<file path="src/ppd_pkg.sv">
// shared constants and types for the point-plot display control
`default_nettype none

package ppd_pkg;

  // clock period of clk_in
  localparam int CLK_PERIOD_NS = 20;

  // device code seen on instruction bits 3..8 (octal 05)
  localparam logic [5:0] DEV_CODE = 6'h05;

  // operation codes on instruction bits 9..11
  localparam logic [2:0] OPC_SKIP_DONE = 3'h1;
  localparam logic [2:0] OPC_CLEAR_DONE = 3'h2;
  localparam logic [2:0] OPC_LOAD_X = 3'h3;
  localparam logic [2:0] OPC_LOAD_Y = 3'h4;
  localparam logic [2:0] OPC_INTENSIFY = 3'h5;
  localparam logic [2:0] OPC_LOAD_ENABLE = 3'h6;
  localparam logic [2:0] OPC_READ_ENABLE = 3'h7;

  // bit positions on the data bus, bit 0 is the most significant
  localparam int BIT_DONE = 0;
  localparam int BIT_WRITE_THRU = 6;
  localparam int BIT_STORE = 7;
  localparam int BIT_ERASE = 8;
  localparam int BIT_RED = 9;
  localparam int BIT_CHAN = 10;
  localparam int BIT_INT_EN = 11;
  localparam int AXIS_FIRST = 2;
  localparam int AXIS_LAST = 11;
  localparam int AXIS_W = 10;

  // settle and intensify times
  localparam int SETTLE_RASTER_NS = 21000;
  localparam int SETTLE_RASTER_RED_NS = 16000;
  localparam int SETTLE_STORAGE_NS = 100000;
  localparam int SETTLE_FAST_NS = 6000;
  localparam int INTENS_GREEN_NS = 6000;
  localparam int INTENS_RED_NS = 2000;

  // least times round up to whole cycles
  localparam int CNT_W = 13;
  localparam int SETTLE_RASTER_CYC = (SETTLE_RASTER_NS + CLK_PERIOD_NS - 1) / CLK_PERIOD_NS;
  localparam int SETTLE_RASTER_RED_CYC = (SETTLE_RASTER_RED_NS + CLK_PERIOD_NS - 1) / CLK_PERIOD_NS;
  localparam int SETTLE_STORAGE_CYC = (SETTLE_STORAGE_NS + CLK_PERIOD_NS - 1) / CLK_PERIOD_NS;
  localparam int SETTLE_FAST_CYC = (SETTLE_FAST_NS + CLK_PERIOD_NS - 1) / CLK_PERIOD_NS;
  localparam int INTENS_GREEN_CYC = (INTENS_GREEN_NS + CLK_PERIOD_NS - 1) / CLK_PERIOD_NS;
  localparam int INTENS_RED_CYC = (INTENS_RED_NS + CLK_PERIOD_NS - 1) / CLK_PERIOD_NS;

  // bus word, indexed in the processor's bit order
  typedef logic [0:11] ppd_word_t;

  // decoded operation
  typedef enum logic [2:0] {
    PPD_OP_NONE,
    PPD_OP_SKIP_DONE,
    PPD_OP_CLEAR_DONE,
    PPD_OP_LOAD_X,
    PPD_OP_LOAD_Y,
    PPD_OP_INTENSIFY,
    PPD_OP_LOAD_ENABLE,
    PPD_OP_READ_ENABLE
  } ppd_op_t;

  // stored mode bits of the enable/status register
  typedef struct packed {
    logic int_enable;
    logic chan2;
    logic red;
    logic erase;
    logic store;
    logic write_through;
  } ppd_mode_t;

  // what the block puts on the data bus
  typedef struct packed {
    ppd_word_t data;
    ppd_word_t oe_n;
  } ppd_bus_drive_t;

  localparam ppd_mode_t MODE_RESET = '0;

endpackage : ppd_pkg

`default_nettype wire

</file>
<file path="src/ppd_oneshot.sv">
// clocked one-shot used for the settle delay and the intensify pulse
`timescale 1ns/1ps
`default_nettype none

module ppd_oneshot (
  input wire logic clk_in,
  input wire logic rst_n_in,
  input wire logic start_in,
  input wire logic [ppd_pkg::CNT_W-1:0] length_in,
  output logic active_out,
  output logic expire_out
);

  logic [ppd_pkg::CNT_W-1:0] count;
  logic last;

  // a new start retriggers, so a later load always gets its full time
  always_ff @(posedge clk_in or negedge rst_n_in) begin
    if (!rst_n_in) begin
      count <= '0;
    end else if (start_in) begin
      count <= length_in;
    end else if (count != '0) begin
      count <= count - ppd_pkg::CNT_W'(1);
    end
  end

  // one-cycle pulse in the cycle after the count runs out
  assign last = (count == ppd_pkg::CNT_W'(1)) && !start_in;

  always_ff @(posedge clk_in or negedge rst_n_in) begin
    if (!rst_n_in) begin
      expire_out <= 1'b0;
    end else begin
      expire_out <= last;
    end
  end

  assign active_out = (count != '0);

endmodule : ppd_oneshot

`default_nettype wire

</file>
<file path="src/ppd_control.sv">
// point-plot display control: instruction decode, holding registers, enable/status, timing
// What this block does
// - device code recognised, then low three bits decode one of eight; 011 loads X
// - load X and load Y leave both direction control lines unasserted
// - load enable asserts control zero, captures data, accumulator gets cleared
// - read enable asserts both control lines to jam status into accumulator
// - system init or console clear clears done
// - clear-done and intensify instructions clear done
// - colour change or erase start clears done
// - loads clear done; done sets only when settle delay fires after load and pulse three
// - settle is 21us raster, 16us raster red, 100us storage, 6us fast scope
// - switch picks long or short delay, jumper picks raster or storage set
// - done with interrupt enable requests a program interrupt
// - skip-on-done with done set requests a skip
// - read enable drives done onto data bit 0, low when done
// - interrupt enable cleared by console clear, loaded from bit 11, readable back
// - load enable takes channel from bit 10, low means channel 2
// - read enable returns channel on bit 10, low for channel 2
// - intensify instruction with pulse three emits one intensify pulse
// - intensify pulse lasts 6us green non-store, 2us red non-store
// - a switch fixes intensify polarity
// - load X or Y captures bus bits 02 to 11 into the holding register
// - holding registers drive converters continuously until reloaded
// - enable bits: 6 write-through, 7 store, 8 erase, 9 red
// - load X, load Y, intensify use codes 6053, 6054, 6055
`timescale 1ns/1ps
`default_nettype none

module ppd_control #(
  parameter int SETTLE_STORAGE_CYCLES = ppd_pkg::SETTLE_STORAGE_CYC
) (
  input wire logic clk_in,
  input wire logic rst_n_in,
  input wire logic [0:8] instruction_bits_in,
  input wire logic io_pause_in,
  input wire logic timing_pulse_three_in,
  input wire logic system_init_in,
  input wire logic console_clear_in,
  input wire ppd_pkg::ppd_word_t data_in,
  input wire logic pulse_polarity_switch_in,
  input wire logic delay_length_switch_in,
  input wire logic storage_jumper_in,
  output ppd_pkg::ppd_bus_drive_t data_drive_out,
  output logic bus_dir_ctl_zero_n_out,
  output logic bus_dir_ctl_one_n_out,
  output logic skip_req_out,
  output logic interrupt_req_out,
  output logic intensify_out,
  output logic [ppd_pkg::AXIS_W-1:0] x_axis_out,
  output logic [ppd_pkg::AXIS_W-1:0] y_axis_out,
  output ppd_pkg::ppd_mode_t mode_out
);

  // decode of the operation field once the device code matches
  function automatic ppd_pkg::ppd_op_t decode_op(input logic [0:8] instr);
    ppd_pkg::ppd_op_t op;
    op = ppd_pkg::PPD_OP_NONE;
    // other devices share the bus; a foreign code decodes to nothing
    if (instr[0:5] == ppd_pkg::DEV_CODE) begin
      case (instr[6:8])
        ppd_pkg::OPC_SKIP_DONE: begin
          op = ppd_pkg::PPD_OP_SKIP_DONE;
        end
        ppd_pkg::OPC_CLEAR_DONE: begin
          op = ppd_pkg::PPD_OP_CLEAR_DONE;
        end
        ppd_pkg::OPC_LOAD_X: begin
          op = ppd_pkg::PPD_OP_LOAD_X;
        end
        ppd_pkg::OPC_LOAD_Y: begin
          op = ppd_pkg::PPD_OP_LOAD_Y;
        end
        ppd_pkg::OPC_INTENSIFY: begin
          op = ppd_pkg::PPD_OP_INTENSIFY;
        end
        ppd_pkg::OPC_LOAD_ENABLE: begin
          op = ppd_pkg::PPD_OP_LOAD_ENABLE;
        end
        ppd_pkg::OPC_READ_ENABLE: begin
          op = ppd_pkg::PPD_OP_READ_ENABLE;
        end
        default: begin
          op = ppd_pkg::PPD_OP_NONE;
        end
      endcase
    end
    return op;
  endfunction : decode_op

  // cycles as counter width, from an int figure
  // counts above the counter width would wrap; keep the parameter small
  function automatic logic [ppd_pkg::CNT_W-1:0] to_cnt(input int cyc);
    return ppd_pkg::CNT_W'(cyc);
  endfunction : to_cnt

  // reset and pin synchronisers
  logic rst_meta;
  logic rst_n;
  logic [1:0] pol_sync;
  logic [1:0] len_sync;
  logic [1:0] jmp_sync;
  logic polarity_neg;
  logic delay_long;
  logic storage_set;

  // decode and strobes
  ppd_pkg::ppd_op_t op;
  logic active;
  logic strobe;
  logic load_x_strobe;
  logic load_y_strobe;
  logic load_en_strobe;
  logic intens_strobe;
  logic clr_done_strobe;
  logic reading;

  // enable/status state
  ppd_pkg::ppd_mode_t mode;
  ppd_pkg::ppd_mode_t next_mode;
  logic done;
  logic done_clear;
  logic mode_clears_done;

  // timers
  logic [ppd_pkg::CNT_W-1:0] settle_len;
  logic [ppd_pkg::CNT_W-1:0] intens_len;
  logic settle_fire;
  logic intens_active;

  // axes and bus drive
  logic [ppd_pkg::AXIS_W-1:0] x_hold;
  logic [ppd_pkg::AXIS_W-1:0] y_hold;
  ppd_pkg::ppd_bus_drive_t drive;

  // reset release through two flops, assertion stays asynchronous
  always_ff @(posedge clk_in or negedge rst_n_in) begin
    if (!rst_n_in) begin
      rst_meta <= 1'b0;
      rst_n <= 1'b0;
    end else begin
      rst_meta <= 1'b1;
      rst_n <= rst_meta;
    end
  end

  // switches and jumper are pins, so two flops before use
  always_ff @(posedge clk_in or negedge rst_n) begin
    if (!rst_n) begin
      pol_sync <= 2'h0;
      len_sync <= 2'h0;
      jmp_sync <= 2'h0;
    end else begin
      pol_sync <= {pol_sync[0], pulse_polarity_switch_in};
      len_sync <= {len_sync[0], delay_length_switch_in};
      jmp_sync <= {jmp_sync[0], storage_jumper_in};
    end
  end

  // synchronised copies of the pins
  assign polarity_neg = pol_sync[1];
  assign delay_long = len_sync[1];
  assign storage_set = jmp_sync[1];

  // instruction decode, gated by the pause strobe so only transfers count
  assign op = decode_op(instruction_bits_in);
  assign active = io_pause_in
    && (op != ppd_pkg::PPD_OP_NONE);
  assign strobe = active && timing_pulse_three_in;
  assign load_x_strobe = strobe && (op == ppd_pkg::PPD_OP_LOAD_X);
  assign load_y_strobe = strobe && (op == ppd_pkg::PPD_OP_LOAD_Y);
  assign load_en_strobe = strobe && (op == ppd_pkg::PPD_OP_LOAD_ENABLE);
  assign intens_strobe = strobe && (op == ppd_pkg::PPD_OP_INTENSIFY);
  assign clr_done_strobe = strobe && (op == ppd_pkg::PPD_OP_CLEAR_DONE);
  // reads need no pulse three, only the pause
  assign reading = active && (op == ppd_pkg::PPD_OP_READ_ENABLE);

  // direction lines, low when asserted; loads leave both high
  always_comb begin
    bus_dir_ctl_zero_n_out = 1'b1;
    bus_dir_ctl_one_n_out = 1'b1;
    if (active && op == ppd_pkg::PPD_OP_LOAD_ENABLE) begin
      // control zero alone makes the processor clear its accumulator
      bus_dir_ctl_zero_n_out = 1'b0;
    end else if (reading) begin
      // both lines jam the status word in
      bus_dir_ctl_zero_n_out = 1'b0;
      bus_dir_ctl_one_n_out = 1'b0;
    end
  end

  // next mode word from the data bus; bus is low-true except interrupt enable
  always_comb begin
    next_mode = mode;
    if (load_en_strobe) begin
      next_mode.int_enable = data_in[ppd_pkg::BIT_INT_EN];
      next_mode.chan2 = !data_in[ppd_pkg::BIT_CHAN];
      next_mode.red = !data_in[ppd_pkg::BIT_RED];
      next_mode.erase = !data_in[ppd_pkg::BIT_ERASE];
      next_mode.store = !data_in[ppd_pkg::BIT_STORE];
      next_mode.write_through = !data_in[ppd_pkg::BIT_WRITE_THRU];
    end
    // applied last, so console clear beats a load
    if (console_clear_in) begin
      next_mode.int_enable = 1'b0;
    end
  end

  // enable register; console clear beats a load of interrupt enable in the same cycle
  always_ff @(posedge clk_in or negedge rst_n) begin
    if (!rst_n) begin
      mode <= ppd_pkg::MODE_RESET;
    end else begin
      mode <= next_mode;
    end
  end

  // a colour change or erase start means the old point is stale
  assign mode_clears_done = load_en_strobe
    && ((next_mode.red != mode.red) || next_mode.erase);

  // every source that knocks the done flag down
  // init and clear are levels: held high, done stays low except in the cycle after a settle end fires
  assign done_clear = system_init_in || console_clear_in
    || clr_done_strobe || intens_strobe
    || mode_clears_done
    || load_x_strobe || load_y_strobe;

  // set wins over clear so a settle end is never lost
  always_ff @(posedge clk_in or negedge rst_n) begin
    if (!rst_n) begin
      done <= 1'b0;
    end else if (settle_fire) begin
      done <= 1'b1;
    end else if (done_clear) begin
      done <= 1'b0;
    end
  end

  // settle length from switch, jumper and colour
  // short switch overrides the jumper
  always_comb begin
    if (!delay_long) begin
      settle_len = to_cnt(ppd_pkg::SETTLE_FAST_CYC);
    end else if (storage_set) begin
      settle_len = to_cnt(SETTLE_STORAGE_CYCLES);
    end else if (mode.red) begin
      settle_len = to_cnt(ppd_pkg::SETTLE_RASTER_RED_CYC);
    end else begin
      settle_len = to_cnt(ppd_pkg::SETTLE_RASTER_CYC);
    end
  end

  // settle timer, launched by a load with pulse three
  // expire is registered, so done lands one edge after the count
  ppd_oneshot u_settle (
    .clk_in(clk_in),
    .rst_n_in(rst_n),
    .start_in(load_x_strobe || load_y_strobe),
    .length_in(settle_len),
    .active_out(),
    .expire_out(settle_fire)
  );

  // short pulse only for red non-store; store mode uses the long width
  always_comb begin
    if (mode.red && !mode.store) begin
      intens_len = to_cnt(ppd_pkg::INTENS_RED_CYC);
    end else begin
      intens_len = to_cnt(ppd_pkg::INTENS_GREEN_CYC);
    end
  end

  // intensify one-shot, one pulse per instruction
  // a second intensify restarts the pulse
  ppd_oneshot u_intens (
    .clk_in(clk_in),
    .rst_n_in(rst_n),
    .start_in(intens_strobe),
    .length_in(intens_len),
    .active_out(intens_active),
    .expire_out()
  );

  // polarity only flips the level; amplitude is analog and not here
  assign intensify_out = intens_active ^ polarity_neg;

  // holding registers keep their value until the next load of that axis
  always_ff @(posedge clk_in or negedge rst_n) begin
    if (!rst_n) begin
      x_hold <= '0;
    end else if (load_x_strobe) begin
      x_hold <= data_in[ppd_pkg::AXIS_FIRST:ppd_pkg::AXIS_LAST];
    end
  end

  // y axis, same as x
  always_ff @(posedge clk_in or negedge rst_n) begin
    if (!rst_n) begin
      y_hold <= '0;
    end else if (load_y_strobe) begin
      y_hold <= data_in[ppd_pkg::AXIS_FIRST:ppd_pkg::AXIS_LAST];
    end
  end

  // converters see the registers directly, no gating
  assign x_axis_out = x_hold;
  assign y_axis_out = y_hold;
  assign mode_out = mode;

  // interrupt is a level while done and enable both stand
  assign interrupt_req_out = done && mode.int_enable;

  // skip asked during the skip instruction only
  assign skip_req_out = active && (op == ppd_pkg::PPD_OP_SKIP_DONE)
    && done;

  // read-back word: low on the bus means a one, except interrupt enable
  // bits 1 to 5 and erase stay undriven
  always_comb begin
    drive.data = '1;
    drive.oe_n = '1;
    if (reading) begin
      drive.data[ppd_pkg::BIT_DONE] = !done;
      drive.oe_n[ppd_pkg::BIT_DONE] = 1'b0;
      drive.data[ppd_pkg::BIT_WRITE_THRU] = !mode.write_through;
      drive.oe_n[ppd_pkg::BIT_WRITE_THRU] = 1'b0;
      drive.data[ppd_pkg::BIT_STORE] = !mode.store;
      drive.oe_n[ppd_pkg::BIT_STORE] = 1'b0;
      drive.data[ppd_pkg::BIT_RED] = !mode.red;
      drive.oe_n[ppd_pkg::BIT_RED] = 1'b0;
      drive.data[ppd_pkg::BIT_CHAN] = !mode.chan2;
      drive.oe_n[ppd_pkg::BIT_CHAN] = 1'b0;
      drive.data[ppd_pkg::BIT_INT_EN] = mode.int_enable;
      drive.oe_n[ppd_pkg::BIT_INT_EN] = 1'b0;
    end
  end

  // one carrier for data and enables
  assign data_drive_out = drive;

endmodule : ppd_control

`default_nettype wire

</file>
<file path="config.mk">
export PLATFORM = sky130hd
export DESIGN_NAME = ppd_control
export DESIGN_NICKNAME = d
export VERILOG_FILES = /design/src/ppd_pkg.sv /design/src/ppd_oneshot.sv /design/src/ppd_control.sv
export SDC_FILE = /design/constraint.sdc
export NUM_CORES = 1
export LEC_CHECK = 0
export ABC_AREA = 1
export BUFFER_PORTS_ARGS = -buffer_cell sky130_fd_sc_hd__clkbuf_2
export CORE_MARGIN = 1.5
export CORE_UTILIZATION = 55
export CTS_CLUSTER_SIZE = 14
export DETAILED_ROUTE_END_ITERATION = 6
export PLACE_DENSITY = 0.83
export SLEW_MARGIN = 15
export SYNTH_ARGS = -nofsm -noshare
export SYNTH_HDL_FRONTEND = slang
export SYNTH_SLANG_ARGS = --single-unit
</file>
<file path="constraint.sdc">
create_clock -name clk_in -period 3.6 [get_ports clk_in]
set_clock_uncertainty 0.15 [all_clocks]
set_input_delay 0.36 -clock clk_in [delete_from_list [all_inputs] [get_ports clk_in]]
set_output_delay 0.36 -clock clk_in [all_outputs]
set_load 0.005 [all_outputs]
</file>
==> out/qor.yml <==
synth.distinct_cells: 38
antenna_found_initial: 0
tightest_slew_ns: 0.9207
setup_viol: 0
multi_input_area_um2: 1375
period_minus_slack_ns: 2.592
coreArea_um2: 5608
rsz0062_at_grt: "false"
regArea_um2: 1553
cts_tree: "yes"
fin_setup_tns_ns: 0
die_x_um: 79.89
antenna_cells: 0
drtIter0Drc: 218
cts_htree_levels: 3
synth_ff_type: "dfrtp_1"
powerDensity_nw_per_um2: 473.8
drc: 0
cts_root_buf: "clkbuf_8"
max_freq_mhz: 385.8
num_rows: 27
synth_cells: 385
place_congestion: 0.9255
crit_arrival_ns: 2.08
synth_edf_count: 0
nFillCells: 456
max_slew_margin_pct: 38.48
dp_hpwl_um: 5188
peakVddDrop_mv: 0.3726
crit_required_ns: 3.09
min_path_type: "input port to flop"
layout-drive-gt1-share_pct: 24.52
holdPathStages: 2
r2r_cells: 10
status: "finished, final reports clean"
startpoint_type: "flop"
synthToLayoutAreaGrowth_pct: 18.89
ys_seq_elements: 62
p_leak_nw: 2.022
cap_violations: 0
path_class: "flop to output pin"
cts-resized-gates: 0
end_kind: "output pin"
clock_sinks: 62
r2r_start: "u_intens.count[0]"
die_y_um: 79.89
floorplan.initialDensity_pct: 57.99
routed_wl_um: 7135
worst_skew_pair.late_latency_ns: 0.34
io-pin-count: 85
grt_pass1_vias: 2648
rrSetupSlack_ns: 1.47
cp_max_fo: 6
drtAntennaViolNets: 0
clock_path_buffers: 2
grt_pass1_wl_um: 11930
drt-pass1-iter-count: 5
r2r-end: "u_intens.count[10]"
avgSynthCellArea_um2: 8.446
wire_per_inst_um: 13.29
async_reset_ff_share_pct: 100.0
fin_nets: 493
dieArea_um2: 6382
period_share_pct: 71.99
cts_buffers: 9
gr-total-overflow: 0
clk_pin_slew_ns: 0.07
num_vias: 2783
finalMaxSlewViolations: 0
grt_max_degree: 35
holdCritStartpoint: "data_in[1]"
min_delay_worst_endpoint: "mode_out[4]"
ys_seq_area_share_pct: 47.71
ys_warn_count: 0
hold_violations: 0
groute.usage.overall_pct: 24.60
fin_total_pwr_mw: 1.832
syn-cell-area_um2: 3252
portBuffers: 70
vias_per_cell: 5.182
[worst max-delay path, cell delays in order (launching register included)]
cell and delay (ns):
dfrtp_1 0.38, inv_1 0.09, ha_1 0.21, nand3_1 0.13
nor2_1 0.24, nand4_1 0.32, xor2_1 0.23, clkbuf_2 0.12
[cells in the mapped netlist (all sizes together), types with 3 or more instances]
cell,n,area share [%]
a21oi,12,2.0
buf,23,4.9
dfrtp,62,48
ha,3,1.2
inv,55,6.3
nand2,78,9.3
nand3,31,5.5
nand4,11,2.3
nor2,41,6.4
nor3,5,1.1
o21ai,36,5.5
xor2,11,3.0
[flip-flops by register name, summed over array words and instances (netlist names)]
| name | cells |
|---|---|
| u_intens.count | 13 |
| len_sync | 2 |
| rst_n | 1 |
| x_axis_out | 10 |
| rst_meta | 1 |
| done | 1 |
| u_settle.expire_out | 1 |
| jmp_sync | 2 |
| pol_sync | 2 |
| u_settle.count | 13 |
| y_axis_out | 10 |
| mode_out | 6 |
[where the power goes]
group          switching (mW)  internal (mW)  total [mW]
clock                   0.271          0.456       0.727
combinational           0.157          0.121       0.278
sequential             0.0572          0.770       0.827
total                   0.485           1.35        1.83
[routing by layer]
layer  up-vias  track usage (%)  wire length [µm]
met5         -                0                 0
met4         0            8.793               163
met3        17            7.086               562
met2       142            38.91              3323
met1      1273            32.21              3086
li1       1351                -                 -
[through the flow]
stage	util, %	setup slack (ns)	std cells	area [µm²]	hold slack, ns
2_1_floorplan	-	1.490	397	3297	-0.08559
3_3_place_gp	64.01	1.066	517	3590	-0.003129
3_5_place_dp	64.01	0.9948	517	3590	-0.001209
4_1_cts	68.94	1.036	537	3866	0.07879
5_1_grt	68.94	0.8166	537	3866	0.08481
6_report	68.94	1.008	537	3866	0.08171
[worst max path at each step]
stage	startpoint	to	slack, ns	depth (start not counted)
4_1_cts	u_intens.count[0]	intensify_out	1.04	7
5_1_grt	u_intens.count[0]	intensify_out	0.82	7
3_5_place_dp	instruction_bits_in[5]	u_settle.count[1]	0.99	11
6_report	u_intens.count[0]	intensify_out	1.01	7
3_3_place_gp	instruction_bits_in[5]	u_settle.count[1]	1.07	11
2_1_floorplan	instruction_bits_in[3]	data_drive_out[11]	1.49	10
[logic make-up after synthesis]
group                    count (synthesis)  synth area share, %
AND/OR/NAND/NOR                        173                26.36
other                                    1               0.1153
adder cells (fa/ha/maj)                  3                1.154
buffers and inverters                   79                11.39
flip-flops                              62                47.71
XOR/XNOR                                13                3.501
AO/OA/AOI/OAI                           54                9.773
[layout by cell type (no fill, tap or decap), drive strengths merged, types with 3 or more instances in the layout]
master | synthesis | final
a21oi | 12 | 12
bufinv | 0 | 3
clkbuf | 1 | 79
clkinv | 0 | 3
conb | 1 | 13
dfrtp | 62 | 62
dlygate4sd3 | 0 | 4
ha | 3 | 3
inv | 55 | 55
nand2 | 78 | 78
nand3 | 31 | 31
nand4 | 11 | 11
nor2 | 41 | 41
nor3 | 5 | 5
o21ai | 36 | 36
xor2 | 11 | 11
[layout make-up]
class | instances | area share [%]
well taps | 72 | 2.330
repair buffers | 76 | 10.49
inverters | 55 | 5.340
clock buffers | 9 | 3.204
multi-input cells | 256 | 35.57
flip-flops and latches | 62 | 40.16
clock inverters | 7 | 2.913
[timing repair]
action / CTS / global route
hold buffers: 4 / 0
buffers inserted: 0 / 0
hold endpoints to repair: 5 / 0
No activity file was read; power rests on OpenSTA's default activity.
